`src/design/hpr_pkg.sv`:
```
// shared sizes, state encoding and reset values for the host port block
package hpr_pkg;

  localparam int ADDR_W   = 15; // host address lines, bit 0 is lsb
  localparam int DATA_W   = 16; // host data lines, bit 0 is lsb
  localparam int STREAM_N = 32; // serial outputs per port

  // host strobe level meaning
  localparam logic RW_READ  = 1'b1;
  localparam logic RW_WRITE = 1'b0;

  // synchroniser idle values (strobes idle high)
  localparam logic [1:0] SYNC_IDLE_HI = 2'b11;
  localparam logic [1:0] SYNC_IDLE_LO = 2'b00;

  // serial output parking level during reset
  localparam logic [STREAM_N-1:0] SER_PARK_LEVEL = {STREAM_N{1'b1}};

  typedef enum logic [1:0] {
    HPR_IDLE,
    HPR_WAIT,
    HPR_ACK
  } hpr_state_e;

endpackage

```
`src/design/hpr_reset_sync.sv`:
```
// reset conditioner: asynchronous apply, synchronous release of the device reset pin
`timescale 1ns/1ps
module hpr_reset_sync
  import hpr_pkg::*;
(
  input  wire logic ref_clk_i,
  input  wire logic rst_i,
  input  wire logic dev_reset_n_i,
  output logic      dev_rst_o
);

  typedef struct packed {
    logic stage1;
    logic stage2;
  } hpr_rs_s;

  hpr_rs_s cur;
  hpr_rs_s next_cur;

  // release walks through two stages before reaching the core
  always_comb
  begin
    next_cur.stage1 = 1'b0;
    next_cur.stage2 = cur.stage1;
    if (rst_i)
    begin
      next_cur.stage1 = 1'b1;
      next_cur.stage2 = 1'b1;
    end
  end

  // pin low sets both stages at once, no clock needed
  always_ff @(posedge ref_clk_i or negedge dev_reset_n_i)
  begin
    if (!dev_reset_n_i)
      cur <= '1;
    else
      cur <= next_cur;
  end

  assign dev_rst_o = cur.stage2;

endmodule

```
`src/design/hpr_host_port.sv`:
```
// asynchronous strobe host port with device reset and serial output parking
// Operation
// - access only while strobe and select low
// - drive data on reads, sample on writes
// - acknowledge pulled low, else three-stated
// - reset applies on next clock, releases on clock
// - reset parks serial outputs per strap
// - reset clears sequencer and core registers
// - 15-bit address selects internal locations
// - 16-bit data bus, bit zero lsb
// - strap low: always active; high: follow enables
`timescale 1ns/1ps
module hpr_host_port
  import hpr_pkg::*;
(
  input  wire logic                ref_clk_i,
  input  wire logic                rst_i,
  input  wire logic                dev_reset_n_i,
  input  wire logic                chip_select_n_i,
  input  wire logic                data_strobe_n_i,
  input  wire logic                read_write_i,
  input  wire logic [ADDR_W-1:0]   host_address_bus_i,
  input  wire logic [DATA_W-1:0]   host_data_bus_i,
  output logic      [DATA_W-1:0]   host_data_bus_o,
  output logic                     host_data_bus_oe_o,
  output logic                     transfer_ack_n_o,
  output logic                     transfer_ack_n_oe_o,
  input  wire logic                local_out_idle_sel_i,
  input  wire logic                backplane_out_idle_sel_i,
  input  wire logic [STREAM_N-1:0] local_serial_data_i,
  input  wire logic [STREAM_N-1:0] local_serial_en_i,
  input  wire logic [STREAM_N-1:0] backplane_serial_data_i,
  input  wire logic [STREAM_N-1:0] backplane_serial_en_i,
  output logic      [STREAM_N-1:0] local_serial_outputs_o,
  output logic      [STREAM_N-1:0] local_serial_oe_o,
  output logic      [STREAM_N-1:0] backplane_serial_outputs_o,
  output logic      [STREAM_N-1:0] backplane_serial_oe_o,
  output logic                     core_req_o,
  output logic                     core_we_o,
  output logic      [ADDR_W-1:0]   core_addr_o,
  output logic      [DATA_W-1:0]   core_wdata_o,
  input  wire logic [DATA_W-1:0]   core_rdata_i,
  input  wire logic                core_done_i,
  output logic                     core_reset_o
);

  typedef struct packed {
    hpr_state_e          st;
    logic [1:0]          cs_n_q;
    logic [1:0]          ds_n_q;
    logic [1:0]          rw_q;
    logic [ADDR_W-1:0]   addr_q1;
    logic [ADDR_W-1:0]   addr_q2;
    logic [DATA_W-1:0]   din_q1;
    logic [DATA_W-1:0]   din_q2;
    logic [1:0]          lsel_q;
    logic [1:0]          bsel_q;
    logic                lsel_held;
    logic                bsel_held;
    logic                is_read;
    logic [DATA_W-1:0]   dout;
    logic                dout_oe;
    logic                ack_oe;
    logic                ack_n;
    logic                req;
    logic                we;
    logic [ADDR_W-1:0]   addr;
    logic [DATA_W-1:0]   wdata;
    logic                core_rst;
    logic [STREAM_N-1:0] lso;
    logic [STREAM_N-1:0] lsoe;
    logic [STREAM_N-1:0] bso;
    logic [STREAM_N-1:0] bsoe;
  } hpr_st_s;

  hpr_st_s cur;
  hpr_st_s next_cur;
  logic    dev_rst;
  logic    rst_all;
  logic    act;

  // device reset pin conditioning
  hpr_reset_sync u_reset_sync (
    .ref_clk_i     (ref_clk_i),
    .rst_i         (rst_i),
    .dev_reset_n_i (dev_reset_n_i),
    .dev_rst_o     (dev_rst)
  );

  // serial output level and enable after reset, from held strap
  function automatic logic [2*STREAM_N-1:0] ser_drive(
    input logic                strap,
    input logic [STREAM_N-1:0] data,
    input logic [STREAM_N-1:0] en
  );
    logic [STREAM_N-1:0] oe;
    oe = strap ? en : {STREAM_N{1'b1}};
    return {data, oe};
  endfunction

  assign rst_all = rst_i | dev_rst;
  // access window seen through synchronisers
  assign act = !cur.cs_n_q[1] && !cur.ds_n_q[1];

  // next state: synchronisers, access sequencer, output parking
  always_comb
  begin
    next_cur = cur;
    next_cur.cs_n_q  = {cur.cs_n_q[0], chip_select_n_i};
    next_cur.ds_n_q  = {cur.ds_n_q[0], data_strobe_n_i};
    next_cur.rw_q    = {cur.rw_q[0], read_write_i};
    next_cur.addr_q1 = host_address_bus_i;
    next_cur.addr_q2 = cur.addr_q1;
    next_cur.din_q1  = host_data_bus_i;
    next_cur.din_q2  = cur.din_q1;
    next_cur.lsel_q  = {cur.lsel_q[0], local_out_idle_sel_i};
    next_cur.bsel_q  = {cur.bsel_q[0], backplane_out_idle_sel_i};
    next_cur.req      = 1'b0;
    next_cur.core_rst = 1'b0;
    {next_cur.lso, next_cur.lsoe} =
      ser_drive(cur.lsel_held, local_serial_data_i, local_serial_en_i);
    {next_cur.bso, next_cur.bsoe} =
      ser_drive(cur.bsel_held, backplane_serial_data_i, backplane_serial_en_i);
    case (cur.st)
      HPR_IDLE:
      begin
        if (act)
        begin
          next_cur.req     = 1'b1;
          next_cur.is_read = (cur.rw_q[1] == RW_READ);
          next_cur.we      = (cur.rw_q[1] == RW_WRITE);
          next_cur.addr    = cur.addr_q2;
          next_cur.wdata   = cur.din_q2;
          next_cur.st      = HPR_WAIT;
        end
      end
      HPR_WAIT:
      begin
        if (core_done_i)
        begin
          if (act)
          begin
            next_cur.ack_oe = 1'b1;
            next_cur.st     = HPR_ACK;
            if (cur.is_read)
            begin
              next_cur.dout    = core_rdata_i;
              next_cur.dout_oe = 1'b1;
            end
          end
          else
            next_cur.st = HPR_IDLE; // host gave up, no acknowledge
        end
      end
      HPR_ACK:
      begin
        if (!act)
        begin
          next_cur.ack_oe  = 1'b0;
          next_cur.dout_oe = 1'b0;
          next_cur.st      = HPR_IDLE;
        end
      end
      default:
      begin
        next_cur.st = HPR_IDLE;
      end
    endcase
    // reset: clear state, keep strap capture running; rst_i also idles the strobe synchronisers
    if (rst_all)
    begin
      next_cur.st        = HPR_IDLE;
      next_cur.is_read   = 1'b0;
      next_cur.dout      = '0;
      next_cur.dout_oe   = 1'b0;
      next_cur.ack_oe    = 1'b0;
      next_cur.req       = 1'b0;
      next_cur.we        = 1'b0;
      next_cur.addr      = '0;
      next_cur.wdata     = '0;
      next_cur.core_rst  = 1'b1;
      next_cur.lsel_held = cur.lsel_q[1];
      next_cur.bsel_held = cur.bsel_q[1];
      next_cur.lso       = SER_PARK_LEVEL;
      next_cur.lsoe      = {STREAM_N{~cur.lsel_q[1]}};
      next_cur.bso       = SER_PARK_LEVEL;
      next_cur.bsoe      = {STREAM_N{~cur.bsel_q[1]}};
      if (rst_i)
      begin
        next_cur.cs_n_q = SYNC_IDLE_HI;
        next_cur.ds_n_q = SYNC_IDLE_HI;
        next_cur.rw_q   = SYNC_IDLE_LO;
      end
    end
    next_cur.ack_n = !next_cur.ack_oe;
  end

  // single state register
  always_ff @(posedge ref_clk_i)
  begin
    cur <= next_cur;
  end

  // outputs straight from the state register
  assign host_data_bus_o            = cur.dout;
  assign host_data_bus_oe_o         = cur.dout_oe;
  assign transfer_ack_n_o           = cur.ack_n;
  assign transfer_ack_n_oe_o        = cur.ack_oe;
  assign local_serial_outputs_o     = cur.lso;
  assign local_serial_oe_o          = cur.lsoe;
  assign backplane_serial_outputs_o = cur.bso;
  assign backplane_serial_oe_o      = cur.bsoe;
  assign core_req_o                 = cur.req;
  assign core_we_o                  = cur.we;
  assign core_addr_o                = cur.addr;
  assign core_wdata_o               = cur.wdata;
  assign core_reset_o               = cur.core_rst;
endmodule

```
`config.mk`:
```
export PLATFORM = sky130hd
export DESIGN_NAME = hpr_host_port
export DESIGN_NICKNAME = d
export VERILOG_FILES = /design/src/design/hpr_pkg.sv /design/src/design/hpr_reset_sync.sv /design/src/design/hpr_host_port.sv
export SDC_FILE = /design/constraint.sdc
export NUM_CORES = 1
export LEC_CHECK = 0
export BUFFER_PORTS_ARGS = -buffer_cell sky130_fd_sc_hd__buf_2
export CORE_MARGIN = 3
export CORE_UTILIZATION = 45
export DETAILED_ROUTE_END_ITERATION = 16
export GPL_TIMING_DRIVEN = 0
export MAX_ROUTING_LAYER = met4
export PLACE_DENSITY = 0.86
export SYNTH_ARGS = -nofsm -noshare
export SYNTH_HDL_FRONTEND = slang
export SYNTH_SLANG_ARGS = --single-unit
```
`constraint.sdc`:
```
create_clock -name ref_clk_i -period 1.6 [get_ports ref_clk_i]
set_clock_uncertainty 0.05 [all_clocks]
set_input_delay 0.08 -clock ref_clk_i [delete_from_list [all_inputs] [get_ports ref_clk_i]]
set_output_delay 0.08 -clock ref_clk_i [all_outputs]
set_load 0.005 [all_outputs]
```
* Word level (Yosys, flattened, before mapping)
Index checks and enable logic that the tools add are counted.
** Storage, ports and cells
- Bits in registers :: 260
- Output and inout bits :: 181
- Logic and storage cells :: 69
** Cells by class
- Equality and inequality tests :: 7
- Multiplexer cells :: 18
- Bitwise gates (word level) :: 5
- Reduce and logical (&&, ||, !) cells :: 11
** Operators with widths (count)
- $mux 129 :: 1
- $mux 32 :: 2
- $mux 33 :: 1
- $mux 2 :: 8
- $mux 6 :: 2
- $ne 2x2->1 const B :: 5
- $pmux 2 s3 :: 1
- $reduce_and 5->1 :: 1
- $not 1->1 :: 4
- $pmux 2 s2 :: 1
- $reduce_and 4->1 :: 1
- $logic_not 1->1 :: 3
- $reduce_and 3->1 :: 1
- $eq 2x1->1 const B :: 1
- $eq 2x2->1 const B :: 1
- $logic_not 2->1 :: 1
- $mux 1 :: 2
- $reduce_and 2->1 :: 1
- $reduce_bool 2->1 :: 1
- $reduce_or 2->1 :: 1
- $logic_and 1x1->1 :: 1
- $or 1x1->1 :: 1

* Logic depth before layout (Yosys ltp)
Gate-level depths: netlist of run 1.
- Word-level depth :: 7
- Gate-level depth with buffers :: 7

* By module
From an unflattened synthesis of run 1, not the netlist that was laid out.
** Unflattened totals
- Cells, all modules :: 797
- Area, all modules :: 8588.2 µm²
** By module, submodules not included
- hpr_host_port :: times used 1, cells each 794, area each 8529.4 µm², sequential area each 5185.0 µm²
- hpr_reset_sync :: times used 1, cells each 3, area each 58.8 µm², sequential area each 52.6 µm²

* Worst setup path before layout of run 1
Ideal clock, no wire load.
- Path type :: reg-to-reg
- Start :: reg cur[256] (netlist bit)
- End :: reg cur, in the netlist core_addr_o[0]
- Library setup time :: 0.132 ns
- Data arrival time :: 1.302 ns
- Required time :: 1.418 ns
- Slack :: 0.116 ns
- Cell stages (with the launch flop) :: 8
- Period minus slack after synthesis :: 1.484 ns
- Cells stage by stage :: dfxtp_1 > inv_1 > ha_1 > or3b_1 > clkbuf_1 > buf_2 > nand2_1 > a21oi_1
** Between the ends
- Cells in the longest elaborated chain, start to end :: 2
** RTL lines
- start, declared :: line hpr_host_port.sv:76 : hpr_st_s cur;
- start signal, assigned :: line hpr_host_port.sv:201 : cur <= next_cur;
- $logic_not 2->1 :: line hpr_host_port.sv:124 : case (cur.st)
- $reduce_and 2->1 (no line)
Every way passes these cells.
A chain may end at the register's enable or synchronous reset.

==> results.sh, run 1 <==
export IMPL_dieArea_mm2=0.0208
export IMPL_fmax_ghz=0.623
export IMPL_netlist_instances=798
export IMPL_finalCriticalPeriod_ns=1.60
export IMPL_drive_above_1_share_pct=45.8
export IMPL_grt_max_degree=16
export IMPL_synthToLayoutAreaGrowth_pct=57.8
export IMPL_num_vias=7649
export IMPL_relSlewSlack_pct=61.2
export IMPL_wirelength_mm=29.4
export IMPL_ys_types=32
export IMPL_power_density_mw_per_mm2=1060
export IMPL_final_common_cell="buf_2"
export IMPL_grt_pass1_vias=8221
export IMPL_clock_latency_ns=0.52
export IMPL_report_final_slew_viol_count=0
export IMPL_required_ns=1.96
export IMPL_routedWlPerCell_um=18.1
export IMPL_synth_area_per_cell_um2=10.8
export IMPL_critPathMostFrequentCell="buf_2"
export IMPL_setup_slack_ns=-0.00456
export IMPL_antenna_found_initial=4
export IMPL_synth_seq_area_share_pct=61.0
export IMPL_cp_arrival_ns=1.96
export IMPL_ys_ff_latch=260
export IMPL_layout_common_cells="buf_2 (370), dfxtp_1 (255), buf_4 (185)"
export IMPL_netlist_area_mm2=0.00859
export IMPL_period_share_pct=100
export IMPL_vias_per_cell=4.70
export IMPL_fin_hold_ws_ns=0.142
export IMPL_hpwl_mm=16.2
export IMPL_violations="negative setup slack"
export IMPL_criticalPathCategory="in2reg"
export IMPL_drtIter0Drc=234
export IMPL_status="complete, but fails checks"
export IMPL_slowest_delay_ns=0.56
export IMPL_setup_viol=2
export IMPL_fp_row_count=49
export IMPL_place_congestion=0.856
export IMPL_overflow=0
export IMPL_grt_setup_unrepaired="yes"
export IMPL_htreeDepth=1
export IMPL_synth_nets=986
export IMPL_cp_end_kind="flop"
export IMPL_coreArea_mm2=0.0183
export IMPL_crit_path_cell_trace="buf_2 > dlygate4sd3_1 > buf_2 > nor2_4 > nand2_1 > clkbuf_1 > o21a_1"
export IMPL_cp_num_buf_inv=4
export IMPL_leakagePower_nw=6.10
export IMPL_cts_num_sinks=260
export IMPL_fin_tns_setup_ns=-0.00881
export IMPL_start_util_pct=46.8
export IMPL_first_pass_iters=4
export IMPL_die_y_um=144
export IMPL_yosys_warnings=0
export IMPL_cts_root_buf="clkbuf_16"
export IMPL_cp_slowest_cell="dlygate4sd3_1"
export IMPL_cts_buffers=25
export IMPL_tightestPinTransition_ns=0.582
export IMPL_critPathMaxFanout=10
export IMPL_vdd_ir_drop_max_mv=0.942
export IMPL_antenna_left=0
export IMPL_io_pins=365
export IMPL_grt_pass1_wl_mm=42.6
export IMPL_clk_pin_slew_worst_paths_ns=0.06
export IMPL_grt_use_total_pct=27.1
export IMPL_io_buffers=364
export IMPL_chipWidth_um=144
export IMPL_finalNetCount=1563
export IMPL_cap_violations=0
export IMPL_startpoint_type="input pin"
export IMPL_drcViolationCount=0
export IMPL_hold_path_class="in2reg"
export IMPL_cts_buffer_depth=3
export IMPL_critPathTopFamily="buffers and inverters"
export IMPL_hold_viol=0
export IMPL_cts_tree="yes"
export IMPL_nFillCells=1107
## report_power, final
part | total, mW | internal (mW) | switching (mW)
Sequential | 6.84 | 6.75 | 0.0912
Clock | 6.12 | 3.59 | 2.52
Combinational | 1.37 | 0.867 | 0.505
## layer usage
metal	up-vias	track usage [%]	share of wire [%]
li1	3608	-	-
met1	3565	26.1	35
met2	345	51.0	53
met3	131	5.42	6.4
met4	0	13.9	5.5
met5	-	-	0
## per-stage QoR
step	utilization, %	std cells	power, mW	worst slack (ns)	area, um^2
2_1_floorplan	-	798	7.41	0.116	8590
3_3_place_gp	58.3	1391	7.85	-0.121	10700
3_5_place_dp	58.3	1391	7.89	-0.158	10700
4_1_cts	73.3	1619	14.2	-0.0523	13400
5_1_grt	73.9	1625	14.7	-0.0810	13500
6_report	73.9	1626	14.3	-0.00456	13500
## cell usage after synthesis, drive strengths merged
library cell  count  area, um^2
ha                4        50.1
nand2            72         273
or3              65         407
buf             196        1430
a221oi            1        8.76
dfstp             2        52.6
nor2              3        18.8
clkbuf           25        95.1
or3b              1        8.76
nand4bb           1        11.3
and4bb            1        12.5
inv               6        22.5
a311o             1        10.0
nor3b             1        12.5
dfxtp           256        5120
o21a             65         488
edfxtp            2        60.1
a311oi            1        8.76
nand3            16        80.1
or2               5        31.3
nand2b            1        6.26
o32ai             1        8.76
nor2b             2        12.5
mux2i             1        10.0
o21ai            18        90.1
a21oi            51         255
## cell type report
| type | count | area, um^2 | share of cell area [%] |
|---|---|---|---|
| Antenna cell | 5 | 12.5 | 0.0924 |
| Inverter | 6 | 22.5 | 0.166 |
| Buffer | 219 | 1580 | 11.7 |
| Tap cell | 229 | 287 | 2.12 |
| Clock inverter | 13 | 153 | 1.13 |
| Multi-Input combinational cell | 311 | 1860 | 13.7 |
| Timing Repair Buffer | 552 | 3690 | 27.3 |
| Clock buffer | 31 | 699 | 5.16 |
| Sequential cell | 260 | 5240 | 38.7 |
## state kept, by name, indices dropped and copies added (netlist names), 15 cells and up
name	count
backplane_serial_oe_o	32
backplane_serial_outputs_o	32
core_addr_o	15
core_wdata_o	16
cur	77
host_data_bus_o	16
local_serial_oe_o	32
local_serial_outputs_o	32
## what timing repair did
action / 4_1_cts / 5_1_grt
pin swaps: 0 / 2
hold buffers: 183 / 1
hold endpoints to repair: 186 / 1
resized for setup: 14 / 44
setup endpoints to repair: 56 / 155
setup buffers: 2 / 2
cloned: 0 / 0
## kinds of logic (layout without fill, tap and decap cells)
logic type                 Yosys count  after routing  share of synthesized area [%]
and+or+nand+nor                    168            168                           10.2
muxes                                1              1                          0.117
buffers and inverters              227            821                           18.0
adders and majority gates            4              4                          0.583
AOI/OAI and AO/OA                  138            138                           10.1
other                                0              5                              0
DFF                                260            260                           61.0
## final timing paths
path / cells after the start / slack (ns) / start / end
setup / recovery: 7 / -0.005 / rst_i / backplane_serial_oe_o[26]$_DFF_P_
setup reg to reg: 3 / 0.04 / u_reset_sync.dev_rst_o$_DFF_PN1_ / local_serial_outputs_o[7]$_SDFF_PP1_
max in group asynchronous: 3 / 0.93 / dev_reset_n_i / u_reset_sync.cur[1]$_DFF_PN1_
min in group asynchronous: 3 / 0.54 / dev_reset_n_i / u_reset_sync.dev_rst_o$_DFF_PN1_
hold reg to reg: 0 / 0.27 / cur[238]$_DFF_P_ / cur[223]$_DFF_P_
hold / removal: 2 / 0.14 / host_data_bus_i[5] / cur[209]$_DFF_P_
No activity file was read; power rests on OpenSTA's default activity.
==> run 2, diff against run 1 <==
- SETUP_SLACK_MARGIN: not set -> 0.2
==> run 2 against run 1 <==
- the run now ends clean
- die area stayed put
- via count is 5.8% higher
- total power decreased by 0.33%
- combinational power grew 8%
- critical endpoint is now core_addr_o[10]$_SDFFE_PP0P_
- largest power group unchanged
==> results.sh, run 2 (synthesized netlist as in run 1, its figures left out) <==
export IMPL_status="finished clean"
export IMPL_r2r_start="cur[257]$_SDFFE_PP0P_"
export IMPL_cts_num_sinks=260
export IMPL_synthToLayoutAreaGrowth_pct=66.8
export IMPL_tightestPinTransition_ns=0.406
export IMPL_drcViolationCount=0
export IMPL_hpwl_mm=16.2
export IMPL_finalNonFillerCells=1649
export IMPL_critPathTopFamily="buffers and inverters"
export IMPL_cts_buffers=26
export IMPL_first_pass_iters=5
export IMPL_hold_path_class="in2async"
export IMPL_htreeDepth=1
export IMPL_leakagePower_nw=6.36
export IMPL_chipWidth_um=144
export IMPL_relSlewSlack_pct=72.9
export IMPL_report_final_slew_viol_count=0
export IMPL_dr_max_layer_used="met4"
export IMPL_wirelength_mm=33.2
export IMPL_drt_met1_wl_mm=11.3
export IMPL_cts_root_buf="clkbuf_16"
export IMPL_io_buffers=364
export IMPL_criticalPathCategory="reg2reg"
export IMPL_critPathMostFrequentCell="buf_6"
export IMPL_layout_common_cells="buf_2 (374), dfxtp_1 (254), buf_4 (190)"
export IMPL_fmax_ghz=0.626
export IMPL_startpoint_type="flop"
export IMPL_antenna_found_initial=3
export IMPL_power_density_mw_per_mm2=998
export IMPL_cts_buffer_depth=3
export IMPL_largest_reg_flops=77
export IMPL_finalCriticalPeriod_ns=1.60
export IMPL_cp_num_buf_inv=4
export IMPL_required_ns=1.97
export IMPL_place_congestion=0.843
export IMPL_start_util_pct=46.8
export IMPL_grt_setup_unrepaired="yes"
export IMPL_cp_arrival_ns=1.97
export IMPL_die_y_um=144
export IMPL_routedWlPerCell_um=20.1
export IMPL_final_common_cell="buf_2"
export IMPL_dieArea_mm2=0.0208
export IMPL_critPathMaxFanout=6
export IMPL_num_vias=8091
export IMPL_reg2reg_setup_slack_ns=0.003
export IMPL_overflow=0
export IMPL_top_register="cur"
export IMPL_fin_tns_setup_ns=0
export IMPL_dpl_cell_count=1391
export IMPL_crit_path_cell_trace="inv_4 > ha_4 > buf_6 > nor3b_4 > buf_6 > buf_8 > nand2_1 > a21oi_1"
export IMPL_r2r_cells=8
export IMPL_finalNetCount=1589
export IMPL_wl_met2_mm=17.5
export IMPL_clk_pin_slew_worst_paths_ns=0.06
export IMPL_vdd_ir_drop_max_mv=0.761
export IMPL_reg2reg_to="core_addr_o[10]$_SDFFE_PP0P_"
export IMPL_drtIter0Drc=354
export IMPL_antenna_left=0
export IMPL_fin_hold_ws_ns=0.00188
export IMPL_route_met3_wl_mm=2.54
export IMPL_period_share_pct=99.8
export IMPL_clock_latency_ns=0.51
export IMPL_vias_per_cell=4.91
export IMPL_hold_viol=0
export IMPL_cp_end_kind="flop"
export IMPL_grt_pass1_wl_mm=45.1
export IMPL_cp_slowest_cell="dfxtp_2"
export IMPL_drive_above_1_share_pct=51.9
export IMPL_grt_pass1_vias=8604
export IMPL_nFillCells=988
export IMPL_setup_viol=0
export IMPL_cap_violations=0
export IMPL_slowest_delay_ns=0.34
export IMPL_pre_cts_ws_ns=-0.105
export IMPL_grt_use_total_pct=28.6
export IMPL_grt_max_degree=14
export IMPL_io_pins=365
export IMPL_fp_row_count=49
export IMPL_cts_tree="yes"
export IMPL_coreArea_mm2=0.0183
export IMPL_setup_slack_ns=0.00274
-- run 2: metal layers --
layer | up-vias | global-route usage (%)
met5 | - | -
met4 | 0 | 14.4
met3 | 154 | 6.32
met2 | 491 | 51.8
met1 | 3777 | 28.9
li1 | 3669 | -
-- run 2: final cells by class --
| class | count | area, um^2 | share of cell area, % |
|---|---|---|---|
| timing repair buffer | 575 | 4010 | 28.0 |
| clock buffer | 36 | 761 | 5.31 |
| antenna | 4 | 10.0 | 0.0699 |
| buffer | 221 | 1720 | 12.0 |
| sequential | 260 | 5240 | 36.6 |
| multi-input combinational | 311 | 2190 | 15.3 |
| tap | 229 | 287 | 2.00 |
| inverter | 6 | 33.8 | 0.236 |
| clock inverter | 7 | 62.6 | 0.437 |
-- run 2: how the worst max path moves through the flow --
stage                                                start  depth (start not counted)                      endpoint  slack (ns)
final                                cur[257]$_SDFFE_PP0P_                          8  core_addr_o[10]$_SDFFE_PP0P_       0.003
after floorplan                      cur[256]$_SDFFE_PP0P_                          7   core_addr_o[0]$_SDFFE_PP0P_        0.18
after global routing                 cur[256]$_SDFFE_PP0P_                          8  core_addr_o[10]$_SDFFE_PP0P_       -0.05
after detailed placement  u_reset_sync.dev_rst_o$_DFF_PN1_                          5  core_wdata_o[3]$_SDFFE_PP0P_       -0.11
after CTS                            cur[257]$_SDFFE_PP0P_                          7   core_addr_o[1]$_SDFFE_PP0P_        0.07
after global placement    u_reset_sync.dev_rst_o$_DFF_PN1_                          5  core_wdata_o[5]$_SDFFE_PP0P_        -0.1
-- run 2: report_power, final --
part           total (mW)  internal (mW)  switching, mW  leakage, nW
clock                5.96           3.46           2.50        0.406
combinational        1.48          0.910          0.565         3.79
sequential           6.85           6.75         0.0955         2.16
-- run 2: repair_timing --
| action | 4_1_cts | 5_1_grt |
|---|---|---|
| hold endpoints to repair | 186 | 0 |
| setup endpoints to repair | 176 | 162 |
| pin swaps | 14 | 14 |
| buffers inserted | 16 | 3 |
| hold buffers | 183 | 0 |
| resized for setup | 90 | 112 |
| cloned | 5 | 4 |
-- run 2: through the flow --
stage	power, mW	area [um^2]	util, %
floorplan	7.41	8650	-
global placement	7.86	10800	58.7
detailed placement	7.89	10800	58.7
CTS	14.1	13900	75.8
global route	14.7	14300	78.1
finish	14.3	14300	78.1
